File: src/hw/t2ctl_pkg.sv
package t2ctl_pkg;

  // ==========================================================
  // Register offsets on the plain register port
  localparam logic [3:0] T2CTL_ADDR_CTRL = 4'h0;
  localparam logic [3:0] T2CTL_ADDR_MODE = 4'h1;
  localparam logic [3:0] T2CTL_ADDR_CNT_LO = 4'h2;
  localparam logic [3:0] T2CTL_ADDR_CNT_HI = 4'h3;
  localparam logic [3:0] T2CTL_ADDR_RLD_LO = 4'h4;
  localparam logic [3:0] T2CTL_ADDR_RLD_HI = 4'h5;
  localparam logic [3:0] T2CTL_ADDR_IRQ_STAT = 4'h6;
  localparam logic [3:0] T2CTL_ADDR_IRQ_EN = 4'h7;
  localparam logic [3:0] T2CTL_ADDR_IRQ_CLR = 4'h8;

  // ==========================================================
  // Field positions
  localparam int T2CTL_MODE_UPDN_BIT = 0;
  localparam int T2CTL_IRQ_OVF_BIT = 0;
  localparam int T2CTL_IRQ_EXT_BIT = 1;
  localparam int T2CTL_IRQ_W = 2;

  // ==========================================================
  // Reset values
  localparam logic [7:0] T2CTL_CTRL_RST = 8'h00;
  localparam logic [7:0] T2CTL_MODE_RST = 8'h00;
  localparam logic [15:0] T2CTL_CNT_RST = 16'h0000;
  localparam logic [15:0] T2CTL_RLD_RST = 16'h0000;
  localparam logic [1:0] T2CTL_IRQ_RST = 2'h0;

  // ==========================================================
  // Timing counts: core clocks per count step
  localparam logic [3:0] T2CTL_DIV_TIMER = 4'hc;
  localparam logic [3:0] T2CTL_DIV_BAUD = 4'h2;

  // ==========================================================
  // Types
  typedef struct packed {
    logic overflow_flag;
    logic external_flag;
    logic receive_clock_select;
    logic transmit_clock_select;
    logic external_trigger_enable;
    logic run_control;
    logic source_select;
    logic capture_reload_select;
  } t2ctl_ctrl_t;

  typedef struct packed {
    logic [3:0] addr;
    logic [7:0] wdata;
    logic wr;
    logic rd;
  } t2ctl_bus_t;

endpackage : t2ctl_pkg

File: src/hw/t2ctl_fall.sv
`timescale 1ns/1ps
// ==========================================================
// Falling edge detector for synchronous pins
module t2ctl_fall (
  // Clock and reset
  input wire logic ref_clk_in,
  input wire logic rstn_in,
  input wire logic ce_in,
  // Pin and edge
  input wire logic sig_in,
  output logic fall_out
);

  logic prev_q;

  // Reset low so a pin held low at start makes no edge
  always_ff @(posedge ref_clk_in or negedge rstn_in) begin
    if (!rstn_in) begin
      prev_q <= 1'b0;
    end else if (ce_in) begin
      prev_q <= sig_in;
    end
  end

  assign fall_out = ce_in & prev_q & ~sig_in;

endmodule : t2ctl_fall

File: src/hw/t2ctl_count.sv
`timescale 1ns/1ps
// ==========================================================
// 16-bit up/down counter with reload and wrap detect
module t2ctl_count
  import t2ctl_pkg::*;
#(
  parameter int WIDTH = 16
) (
  // Clock and reset
  input wire logic ref_clk_in,
  input wire logic rstn_in,
  input wire logic ce_in,
  // Control
  input wire logic tick_in,
  input wire logic up_in,
  input wire logic reload_on_wrap_in,
  input wire logic hw_reload_in,
  input wire logic [WIDTH-1:0] reload_val_in,
  // Software access
  input wire logic sw_wr_in,
  input wire logic [WIDTH-1:0] sw_val_in,
  // Results
  output logic [WIDTH-1:0] count_out,
  output logic wrap_out
);

  logic [WIDTH-1:0] cnt_q;
  logic top;
  logic bottom;

  // Up wraps past all ones, down wraps on reaching the reload value
  assign top = (cnt_q == {WIDTH{1'b1}});
  assign bottom = (cnt_q == reload_val_in);
  assign wrap_out = ce_in & tick_in & ~sw_wr_in & (up_in ? top : bottom);
  assign count_out = cnt_q;

  // Software write wins over counting so a load is never lost
  always_ff @(posedge ref_clk_in or negedge rstn_in) begin
    if (!rstn_in) begin
      cnt_q <= WIDTH'(T2CTL_CNT_RST);
    end else if (ce_in) begin
      if (sw_wr_in) begin
        cnt_q <= sw_val_in;
      end else if (hw_reload_in) begin
        cnt_q <= reload_val_in;
      end else if (tick_in) begin
        if (up_in) begin
          if (top) begin
            cnt_q <= reload_on_wrap_in ? reload_val_in : '0;
          end else begin
            cnt_q <= cnt_q + 1'b1;
          end
        end else if (bottom) begin
          cnt_q <= {WIDTH{1'b1}};
        end else begin
          cnt_q <= cnt_q - 1'b1;
        end
      end
    end
  end

endmodule : t2ctl_count

File: src/hw/t2ctl_top.sv
// How it works
// - Trigger edge causing capture/reload sets external flag
// - External flag raises the shared timer request
// - Only software or an up/down wrap toggle clears the external flag
// - Up/down mode blocks external flag request
// - Receive clock select picks timer or Timer 1
// - Transmit clock select picks timer or Timer 1
// - Trigger reloads or captures only outside baud generator mode
// - Trigger enable clear ignores trigger pin outside up/down mode
// - Source select: prescaled clock or event edges
// - Counter overflow sets the overflow flag
// - Baud mode rollover sets no flag, no request
// - Run control gates all counting
//
// Implementation choices: the register addresses and the plain strobed port.
`timescale 1ns/1ps
module t2ctl_top
  import t2ctl_pkg::*;
#(
  parameter int WIDTH = 16
) (
  // Clock, reset, enable
  input wire logic ref_clk_in,
  input wire logic rstn_in,
  input wire logic ce_in,
  // Register port
  input wire t2ctl_bus_t bus_in,
  output logic [7:0] rdata_out,
  // Pins and serial port side
  input wire logic external_trigger_input_in,
  input wire logic event_count_in,
  input wire logic t1_overflow_in,
  input wire logic [1:0] serial_mode_in,
  output logic rx_baud_tick_out,
  output logic tx_baud_tick_out,
  // Requests
  output logic timer_req_out,
  output logic irq_out
);

  // ==========================================================
  // Storage
  // Both flags live in the control register itself
  t2ctl_ctrl_t ctrl_q;
  logic [7:0] mode_q;
  logic [WIDTH-1:0] rld_q;
  logic [T2CTL_IRQ_W-1:0] irq_stat_q;
  logic [T2CTL_IRQ_W-1:0] irq_en_q;
  logic [3:0] presc_q;
  logic [7:0] rdata_q;
  logic rx_tick_q;
  logic tx_tick_q;

  // ==========================================================
  // Bus decode
  // Offsets beyond the map decode to no register
  logic wr_ctrl;
  logic wr_mode;
  logic wr_cnt_lo;
  logic wr_cnt_hi;
  logic wr_rld_lo;
  logic wr_rld_hi;
  logic wr_irq_en;
  logic wr_irq_clr;
  t2ctl_ctrl_t wctrl;

  // Single write strobe qualified per offset
  function automatic logic hit(input logic [3:0] a);
    hit = bus_in.wr & (bus_in.addr == a);
  endfunction : hit

  assign wr_ctrl = hit(T2CTL_ADDR_CTRL);
  assign wr_mode = hit(T2CTL_ADDR_MODE);
  assign wr_cnt_lo = hit(T2CTL_ADDR_CNT_LO);
  assign wr_cnt_hi = hit(T2CTL_ADDR_CNT_HI);
  assign wr_rld_lo = hit(T2CTL_ADDR_RLD_LO);
  assign wr_rld_hi = hit(T2CTL_ADDR_RLD_HI);
  assign wr_irq_en = hit(T2CTL_ADDR_IRQ_EN);
  assign wr_irq_clr = hit(T2CTL_ADDR_IRQ_CLR);
  // Written control byte seen field by field
  assign wctrl = t2ctl_ctrl_t'(bus_in.wdata);

  // ==========================================================
  // Operating mode
  logic baud_mode;
  logic capture_mode;
  logic updn_en;
  logic updn_mode;

  // Either serial select forces auto-reload and baud timing
  assign baud_mode = ctrl_q.receive_clock_select |
                     ctrl_q.transmit_clock_select;
  assign capture_mode = ctrl_q.capture_reload_select & ~baud_mode;
  // Capture or baud timing overrides the up/down option
  assign updn_en = mode_q[T2CTL_MODE_UPDN_BIT];
  assign updn_mode = updn_en & ~capture_mode & ~baud_mode;

  // ==========================================================
  // Pin edges
  // Pins are taken as synchronous; no filtering here
  logic trig_fall;
  logic event_fall;

  t2ctl_fall u_trig_fall (
    .ref_clk_in(ref_clk_in),
    .rstn_in(rstn_in),
    .ce_in(ce_in),
    .sig_in(external_trigger_input_in),
    .fall_out(trig_fall)
  );

  t2ctl_fall u_event_fall (
    .ref_clk_in(ref_clk_in),
    .rstn_in(rstn_in),
    .ce_in(ce_in),
    .sig_in(event_count_in),
    .fall_out(event_fall)
  );

  // ==========================================================
  // Trigger events
  logic trig;
  logic cap_evt;
  logic rld_evt;
  logic ext_set;

  // In up/down mode the trigger pin steers direction instead
  assign trig = trig_fall & ctrl_q.external_trigger_enable & ~updn_mode;
  assign cap_evt = trig & capture_mode;
  assign rld_evt = trig & ~capture_mode & ~baud_mode;
  // Baud mode keeps the flag so the pin still works as an interrupt
  assign ext_set = cap_evt | rld_evt | (trig & baud_mode);

  // ==========================================================
  // Count step generation
  // Limitation: event pin must stay low a full cycle
  logic [3:0] div;
  logic presc_hit;
  logic tick;

  // Baud mode steps every two clocks, timer mode every twelve
  assign div = baud_mode ? T2CTL_DIV_BAUD : T2CTL_DIV_TIMER;
  assign presc_hit = (presc_q == 4'(div - 4'h1));
  assign tick = ctrl_q.run_control &
                (ctrl_q.source_select ? event_fall : presc_hit);

  // Prescaler restarts while stopped for a clean first step
  always_ff @(posedge ref_clk_in or negedge rstn_in) begin
    if (!rstn_in) begin
      presc_q <= 4'h0;
    end else if (ce_in) begin
      if (!ctrl_q.run_control || presc_hit) begin
        presc_q <= 4'h0;
      end else begin
        presc_q <= presc_q + 4'h1;
      end
    end
  end

  // ==========================================================
  // Counter
  logic [WIDTH-1:0] count;
  logic [WIDTH-1:0] cnt_wval;
  logic wrap;
  logic ovf_set;

  // Byte writes merge into the live count
  assign cnt_wval = wr_cnt_lo ? {count[WIDTH-1:8], bus_in.wdata} :
                                {bus_in.wdata, count[7:0]};

  // Direction pin only matters in up/down mode
  t2ctl_count #(
    .WIDTH(WIDTH)
  ) u_count (
    .ref_clk_in(ref_clk_in),
    .rstn_in(rstn_in),
    .ce_in(ce_in),
    .tick_in(tick),
    .up_in(~updn_mode | external_trigger_input_in),
    .reload_on_wrap_in(~capture_mode),
    .hw_reload_in(rld_evt),
    .reload_val_in(rld_q),
    .sw_wr_in(wr_cnt_lo | wr_cnt_hi),
    .sw_val_in(cnt_wval),
    .count_out(count),
    .wrap_out(wrap)
  );

  assign ovf_set = wrap & ~baud_mode;

  // ==========================================================
  // Reload / capture register
  // Capture beats a software write in the same cycle
  always_ff @(posedge ref_clk_in or negedge rstn_in) begin
    if (!rstn_in) begin
      rld_q <= WIDTH'(T2CTL_RLD_RST);
    end else if (ce_in) begin
      if (cap_evt) begin
        rld_q <= count;
      end else if (wr_rld_lo) begin
        rld_q[7:0] <= bus_in.wdata;
      end else if (wr_rld_hi) begin
        rld_q[WIDTH-1:8] <= bus_in.wdata[WIDTH-9:0];
      end
    end
  end

  // ==========================================================
  // Control register and flags
  logic ovf_base;
  logic ext_base;

  // Software may write either flag; hardware setting wins
  assign ovf_base = wr_ctrl ? wctrl.overflow_flag : ctrl_q.overflow_flag;
  assign ext_base = wr_ctrl ? wctrl.external_flag : ctrl_q.external_flag;

  // Other bits change only on a control write
  always_ff @(posedge ref_clk_in or negedge rstn_in) begin
    if (!rstn_in) begin
      ctrl_q <= t2ctl_ctrl_t'(T2CTL_CTRL_RST);
    end else if (ce_in) begin
      if (wr_ctrl) begin
        ctrl_q.receive_clock_select <= wctrl.receive_clock_select;
        ctrl_q.transmit_clock_select <= wctrl.transmit_clock_select;
        ctrl_q.external_trigger_enable <= wctrl.external_trigger_enable;
        ctrl_q.run_control <= wctrl.run_control;
        ctrl_q.source_select <= wctrl.source_select;
        ctrl_q.capture_reload_select <= wctrl.capture_reload_select;
      end
      ctrl_q.overflow_flag <= ovf_base | ovf_set;
      // Up/down wrap toggles the flag as a seventeenth count bit
      if (ext_set) begin
        ctrl_q.external_flag <= 1'b1;
      end else if (wrap && updn_mode) begin
        ctrl_q.external_flag <= ~ext_base;
      end else begin
        ctrl_q.external_flag <= ext_base;
      end
    end
  end

  // ==========================================================
  // Mode register
  // Only the direction enable bit is stored; rest reads 0
  always_ff @(posedge ref_clk_in or negedge rstn_in) begin
    if (!rstn_in) begin
      mode_q <= T2CTL_MODE_RST;
    end else if (ce_in && wr_mode) begin
      mode_q <= {7'h00, bus_in.wdata[T2CTL_MODE_UPDN_BIT]};
    end
  end

  // ==========================================================
  // Timer request to the interrupt controller
  // Shared vector: overflow flag, or external flag with up/down enable clear, raises one request line
  assign timer_req_out = ctrl_q.overflow_flag |
                         (ctrl_q.external_flag & ~updn_en);

  // ==========================================================
  // Sticky event status, enable and write-one clear
  logic [T2CTL_IRQ_W-1:0] irq_set;

  // Hardware events only; flag writes by software set none
  always_comb begin
    irq_set = '0;
    irq_set[T2CTL_IRQ_OVF_BIT] = ovf_set;
    irq_set[T2CTL_IRQ_EXT_BIT] = ext_set & ~updn_en;
  end

  // A new event in the clearing cycle stays set
  always_ff @(posedge ref_clk_in or negedge rstn_in) begin
    if (!rstn_in) begin
      irq_stat_q <= T2CTL_IRQ_RST;
    end else if (ce_in) begin
      irq_stat_q <= (irq_stat_q &
                     ~(wr_irq_clr ? bus_in.wdata[T2CTL_IRQ_W-1:0] : '0)) |
                    irq_set;
    end
  end

  always_ff @(posedge ref_clk_in or negedge rstn_in) begin
    if (!rstn_in) begin
      irq_en_q <= T2CTL_IRQ_RST;
    end else if (ce_in && wr_irq_en) begin
      irq_en_q <= bus_in.wdata[T2CTL_IRQ_W-1:0];
    end
  end

  // Level output, held until status is cleared or masked
  assign irq_out = |(irq_stat_q & irq_en_q);

  // ==========================================================
  // Serial port baud ticks
  logic serial_13;

  // Only serial modes 1 and 3 take a timer rate
  assign serial_13 = serial_mode_in[0];

  // One cycle late, so the serial port sees a clean pulse
  always_ff @(posedge ref_clk_in or negedge rstn_in) begin
    if (!rstn_in) begin
      rx_tick_q <= 1'b0;
      tx_tick_q <= 1'b0;
    end else if (ce_in) begin
      rx_tick_q <= (ctrl_q.receive_clock_select && serial_13) ?
                   wrap : t1_overflow_in;
      tx_tick_q <= (ctrl_q.transmit_clock_select && serial_13) ?
                   wrap : t1_overflow_in;
    end
  end

  assign rx_baud_tick_out = rx_tick_q;
  assign tx_baud_tick_out = tx_tick_q;

  // ==========================================================
  // Read data, one cycle after the strobe, zero elsewhere
  logic [7:0] rd_mux;

  // Write-only clear and unmapped offsets read as zero
  always_comb begin
    rd_mux = 8'h00;
    unique case (bus_in.addr)
      T2CTL_ADDR_CTRL: rd_mux = 8'(ctrl_q);
      T2CTL_ADDR_MODE: rd_mux = mode_q;
      T2CTL_ADDR_CNT_LO: rd_mux = count[7:0];
      T2CTL_ADDR_CNT_HI: rd_mux = count[WIDTH-1:8];
      T2CTL_ADDR_RLD_LO: rd_mux = rld_q[7:0];
      T2CTL_ADDR_RLD_HI: rd_mux = rld_q[WIDTH-1:8];
      T2CTL_ADDR_IRQ_STAT: rd_mux = {6'h00, irq_stat_q};
      T2CTL_ADDR_IRQ_EN: rd_mux = {6'h00, irq_en_q};
      default: rd_mux = 8'h00;
    endcase
  end

  // Data stands only in the cycle after the read strobe
  always_ff @(posedge ref_clk_in or negedge rstn_in) begin
    if (!rstn_in) begin
      rdata_q <= 8'h00;
    end else if (ce_in) begin
      rdata_q <= bus_in.rd ? rd_mux : 8'h00;
    end
  end

  assign rdata_out = rdata_q;

endmodule : t2ctl_top

File: config.mk
export PLATFORM = sky130hd
export DESIGN_NAME = t2ctl_top
export DESIGN_NICKNAME = d
export VERILOG_FILES = /design/src/hw/t2ctl_pkg.sv /design/src/hw/t2ctl_fall.sv /design/src/hw/t2ctl_count.sv /design/src/hw/t2ctl_top.sv
export SDC_FILE = /design/constraint.sdc
export NUM_CORES = 1
export LEC_CHECK = 0
export BUFFER_PORTS_ARGS = -buffer_cell sky130_fd_sc_hd__buf_2
export CAP_MARGIN = 20
export CORE_ASPECT_RATIO = 0.75
export CORE_MARGIN = 2
export CORE_UTILIZATION = 45
export CTS_BUF_LIST = sky130_fd_sc_hd__clkbuf_4 sky130_fd_sc_hd__clkbuf_8
export DETAILED_ROUTE_END_ITERATION = 10
export SLEW_MARGIN = 20
export SYNTH_ARGS = -nofsm -noshare
export SYNTH_HDL_FRONTEND = slang
export SYNTH_SLANG_ARGS = --single-unit
File: constraint.sdc
create_clock -name ref_clk_in -period 2.5 [get_ports ref_clk_in]
set_input_delay 0.375 -clock ref_clk_in [delete_from_list [all_inputs] [get_ports ref_clk_in]]
set_output_delay 0.375 -clock ref_clk_in [all_outputs]
set_load 0.01 [all_outputs]
==> key figures <==
Outcome
  – Status: completed

Worst setup path
  – Reg2Reg Depth: 9
  – Most used cell, CP: a21oi_1
  – Crit end category: flop
  – Max incr delay on CP: 0.45 ns
  – Required @ worst endpoint: 2.72 ns
  – R2r setup slk: 0.07 ns
  – R2r endpoint: u_count.count_out[0]
  – Crit-path max FO: 6
  – Kind of critical path: reg2reg
  – CP startpoint kind: flop
  – Slowest-stage cell, CP: dfrtp_1
  – Critical path, cell by cell: ha_1 > and4_1 > nand3_1 > or2_1 > buf_4 > a21oi_1 > a21oi_1 > o21ai_0 > a22oi_1
  – R2r startpoint: u_count.count_out[1]
  – Arrival @ worst endpoint: 2.65 ns

Synth
  – Mapped Area: 4580 sq um
  – Syn Area/Cell: 8.45 sq um
  – Ys flop type: dfrtp_1
  – Netlist cell types: 69
  – Yosys top cell area share: 0.333
  – Synth area leaders: dfrtp_1 (33%), mux2i_1 (5.2%), nand2_1 (5.2%), o21ai_0 (4.4%), mux2_2 (4.2%)
  – Register area share after synthesis: 0.333
  – Post-synth ARST share: 1.00
  – Synth area leader: dfrtp_1
  – Yosys warnings: 0
  – Seq cells post-synth: 61
  – Cells after Synth: 542
  – EDFF count, synth: 0
  – Mapped Nets: 567

Placed design
  – DP HPWL: 11.8 mm
  – Final Wtd Congestion: 0.990
  – PortBufs: 32
  – Pre-CTS setup slack: 0.167 ns

Finish
  – Ant. Diodes: 0
  – Most common cell after layout, fill and taps aside: nand2_1
  – Total Nets Final: 616
  – Area growth, synth to finish: 15.7%
  – Share of layout cells above drive strength 1: 0.230
  – Most frequent cells in the layout: nand2_1 (63), dfrtp_1 (60), buf_4 (51)

STA
  – Setup ws final: 0.0748 ns
  – Actual slew at the worst max-slew pin: 0.716 ns
  – Max Clock Freq: 0.412 GHz
  – Slew HR: 0.519
  – Final setup TNS: 0 ns
  – Fin crit share: 0.970
  – Finish-stage setup viols: 0
  – RSZ-0062 raised after global routing: false
  – Final-report hold violation count: 0
  – Clock skew: 0.00733 ns
  – Slew Limit Fails: 0
  – Final Critical Period: 2.43 ns

Clock tree
  – # clock sinks: 61
  – Clk_lat worst skew: 0.37 ns
  – Num CTS Buffers: 9
  – CTS tree: yes
  – Hold buffer count at cts: 0
  – # resized after CTS: 0
  – H-tree levels: 3
  – CTS max path bufs: 2
  – Root Buffer: clkbuf_8
  – Setup bufs post-CTS: 0
  – Clock transition at path regs: 0.08 ns

Routing
  – # DRC: 0
  – Avg WL per Cell: 21.9 um
  – Detailed Route WL: 15.9 mm
  – DR iter-0 viols: 588
  – Via density per instance: 6.27
  – First-pass iteration count of the detailed router: 5
  – Remaining antenna violation count: 0
  – Via count: 4565

Hold path
  – HP Class: in2async

Floorplanning
  – Die Span X: 120 um
  – Die area: 11000 sq um
  – Die Span Y: 91.4 um
  – Core area: 9770 sq um
  – # rows: 31
  – Starting density of the core: 0.468
  – I/O pin total: 34

Global routing
  – GR Util All Layers: 0.302
  – Largest net degree at the start of global routing: 39
  – Vias in the first global route: 4252
  – First-pass GRT wire length: 24.9 mm
  – Initial antenna violation count: 0
  – GRT overflow: 0

Power and ir drop
  – Power per standard cell area: 770 nW/um^2
  – Leak Pwr: 2.27 nW
  – Peak supply drop: 0.000520 V

Run
  – Max Cap Violations: 0
-- synthesized netlist by cell type, types with 6 or more instances --
cell,number
nand2_1,63
dfrtp_1,61
o21ai_0,40
a21oi_1,37
nand3_1,34
nor2_1,28
mux2i_1,24
clkbuf_1,21
xor2_1,21
buf_2,19
inv_1,17
mux2_2,17
xnor2_1,16
a22oi_1,10
a221o_1,9
o22ai_1,9
and3_1,7
nor4_1,7
and2_1,6
nor3_1,6
-- cell type report --
class | count | area [sq um]
clock inverter | 6 | 70.1
multi-input combinational | 418 | 2770
fill | 968 | 4480
timing repair buffer | 84 | 563
clock buffer | 10 | 138
sequential | 61 | 1530
tap | 132 | 165
inverter | 17 | 63.8
-- worst max-delay path by stage --
stage                               from                     to  slack [ns]  cells past startpoint
floorplan           u_count.count_out[1]              ctrl_q[6]        0.32                     10
global placement               ctrl_q[5]  u_count.count_out[14]        0.19                      8
detailed placement  u_count.count_out[2]   u_count.count_out[9]        0.17                      6
CTS                            ctrl_q[5]  u_count.count_out[11]        0.15                      7
global route                   ctrl_q[5]  u_count.count_out[11]       0.006                      7
finish              u_count.count_out[1]   u_count.count_out[0]        0.07                      9
-- cell families (layout without fill, tap and decap cells) --
family	after synthesis	after routing	share of synthesized area
buffers and inverters	63	117	0.0626
flip-flops	61	61	0.333
multiplexers	44	44	0.107
AO/OA/AOI/OAI	139	139	0.196
XOR/XNOR	37	37	0.0708
AND/OR/NAND/NOR	195	195	0.222
adder cells (fa/ha/maj)	3	3	0.00820
-- critical path, delay by kind of cell (launching register included) --
family / cells / cell delay [ns]
flops: 1 / 0.45
fa+ha+maj: 1 / 0.25
simple gates: 3 / 0.82
buf+inv: 1 / 0.20
compound gates: 4 / 0.57
-- routing by layer --
layer	part of all wire	vias up	global-route usage	wire length (um)
li1	-	2065	-	-
met1	0.47	2205	0.462	7400
met2	0.39	267	0.404	6280
met3	0.12	28	0.0930	1940
met4	0.018	0	0.0814	286
met5	0	-	0	0
-- state kept, by name (all words and copies together), names as in the netlist --
name and flops:
irq_en_q 2, u_count.count_out 16, irq_stat_q 2, ctrl_q 8, presc_q 4, tx_baud_tick_out 1
rx_baud_tick_out 1, u_event_fall.prev_q 1, rld_q 16, mode_q 1, rdata_out 8, u_trig_fall.prev_q 1
-- metrics by stage --
step	power [mW]	cell area, sq um	util	std cells	hold WS, ns
5_1_grt	4.29	5300	0.542	728	0.0492
3_5_place_dp	3.08	5080	0.520	712	0.423
3_3_place_gp	3.07	5080	0.520	712	0.412
2_1_floorplan	2.46	4580	-	542	0.0794
4_1_cts	4.03	5290	0.541	728	0.0317
6_report	4.08	5300	0.542	728	0.00640
-- report_power, final --
part           internal [mW]  total (mW)  switching [mW]
clock network          0.494       0.955           0.461
registers               1.19        1.56           0.371
logic                  0.714        1.57           0.851
Power figures use the tool's default switching activity.
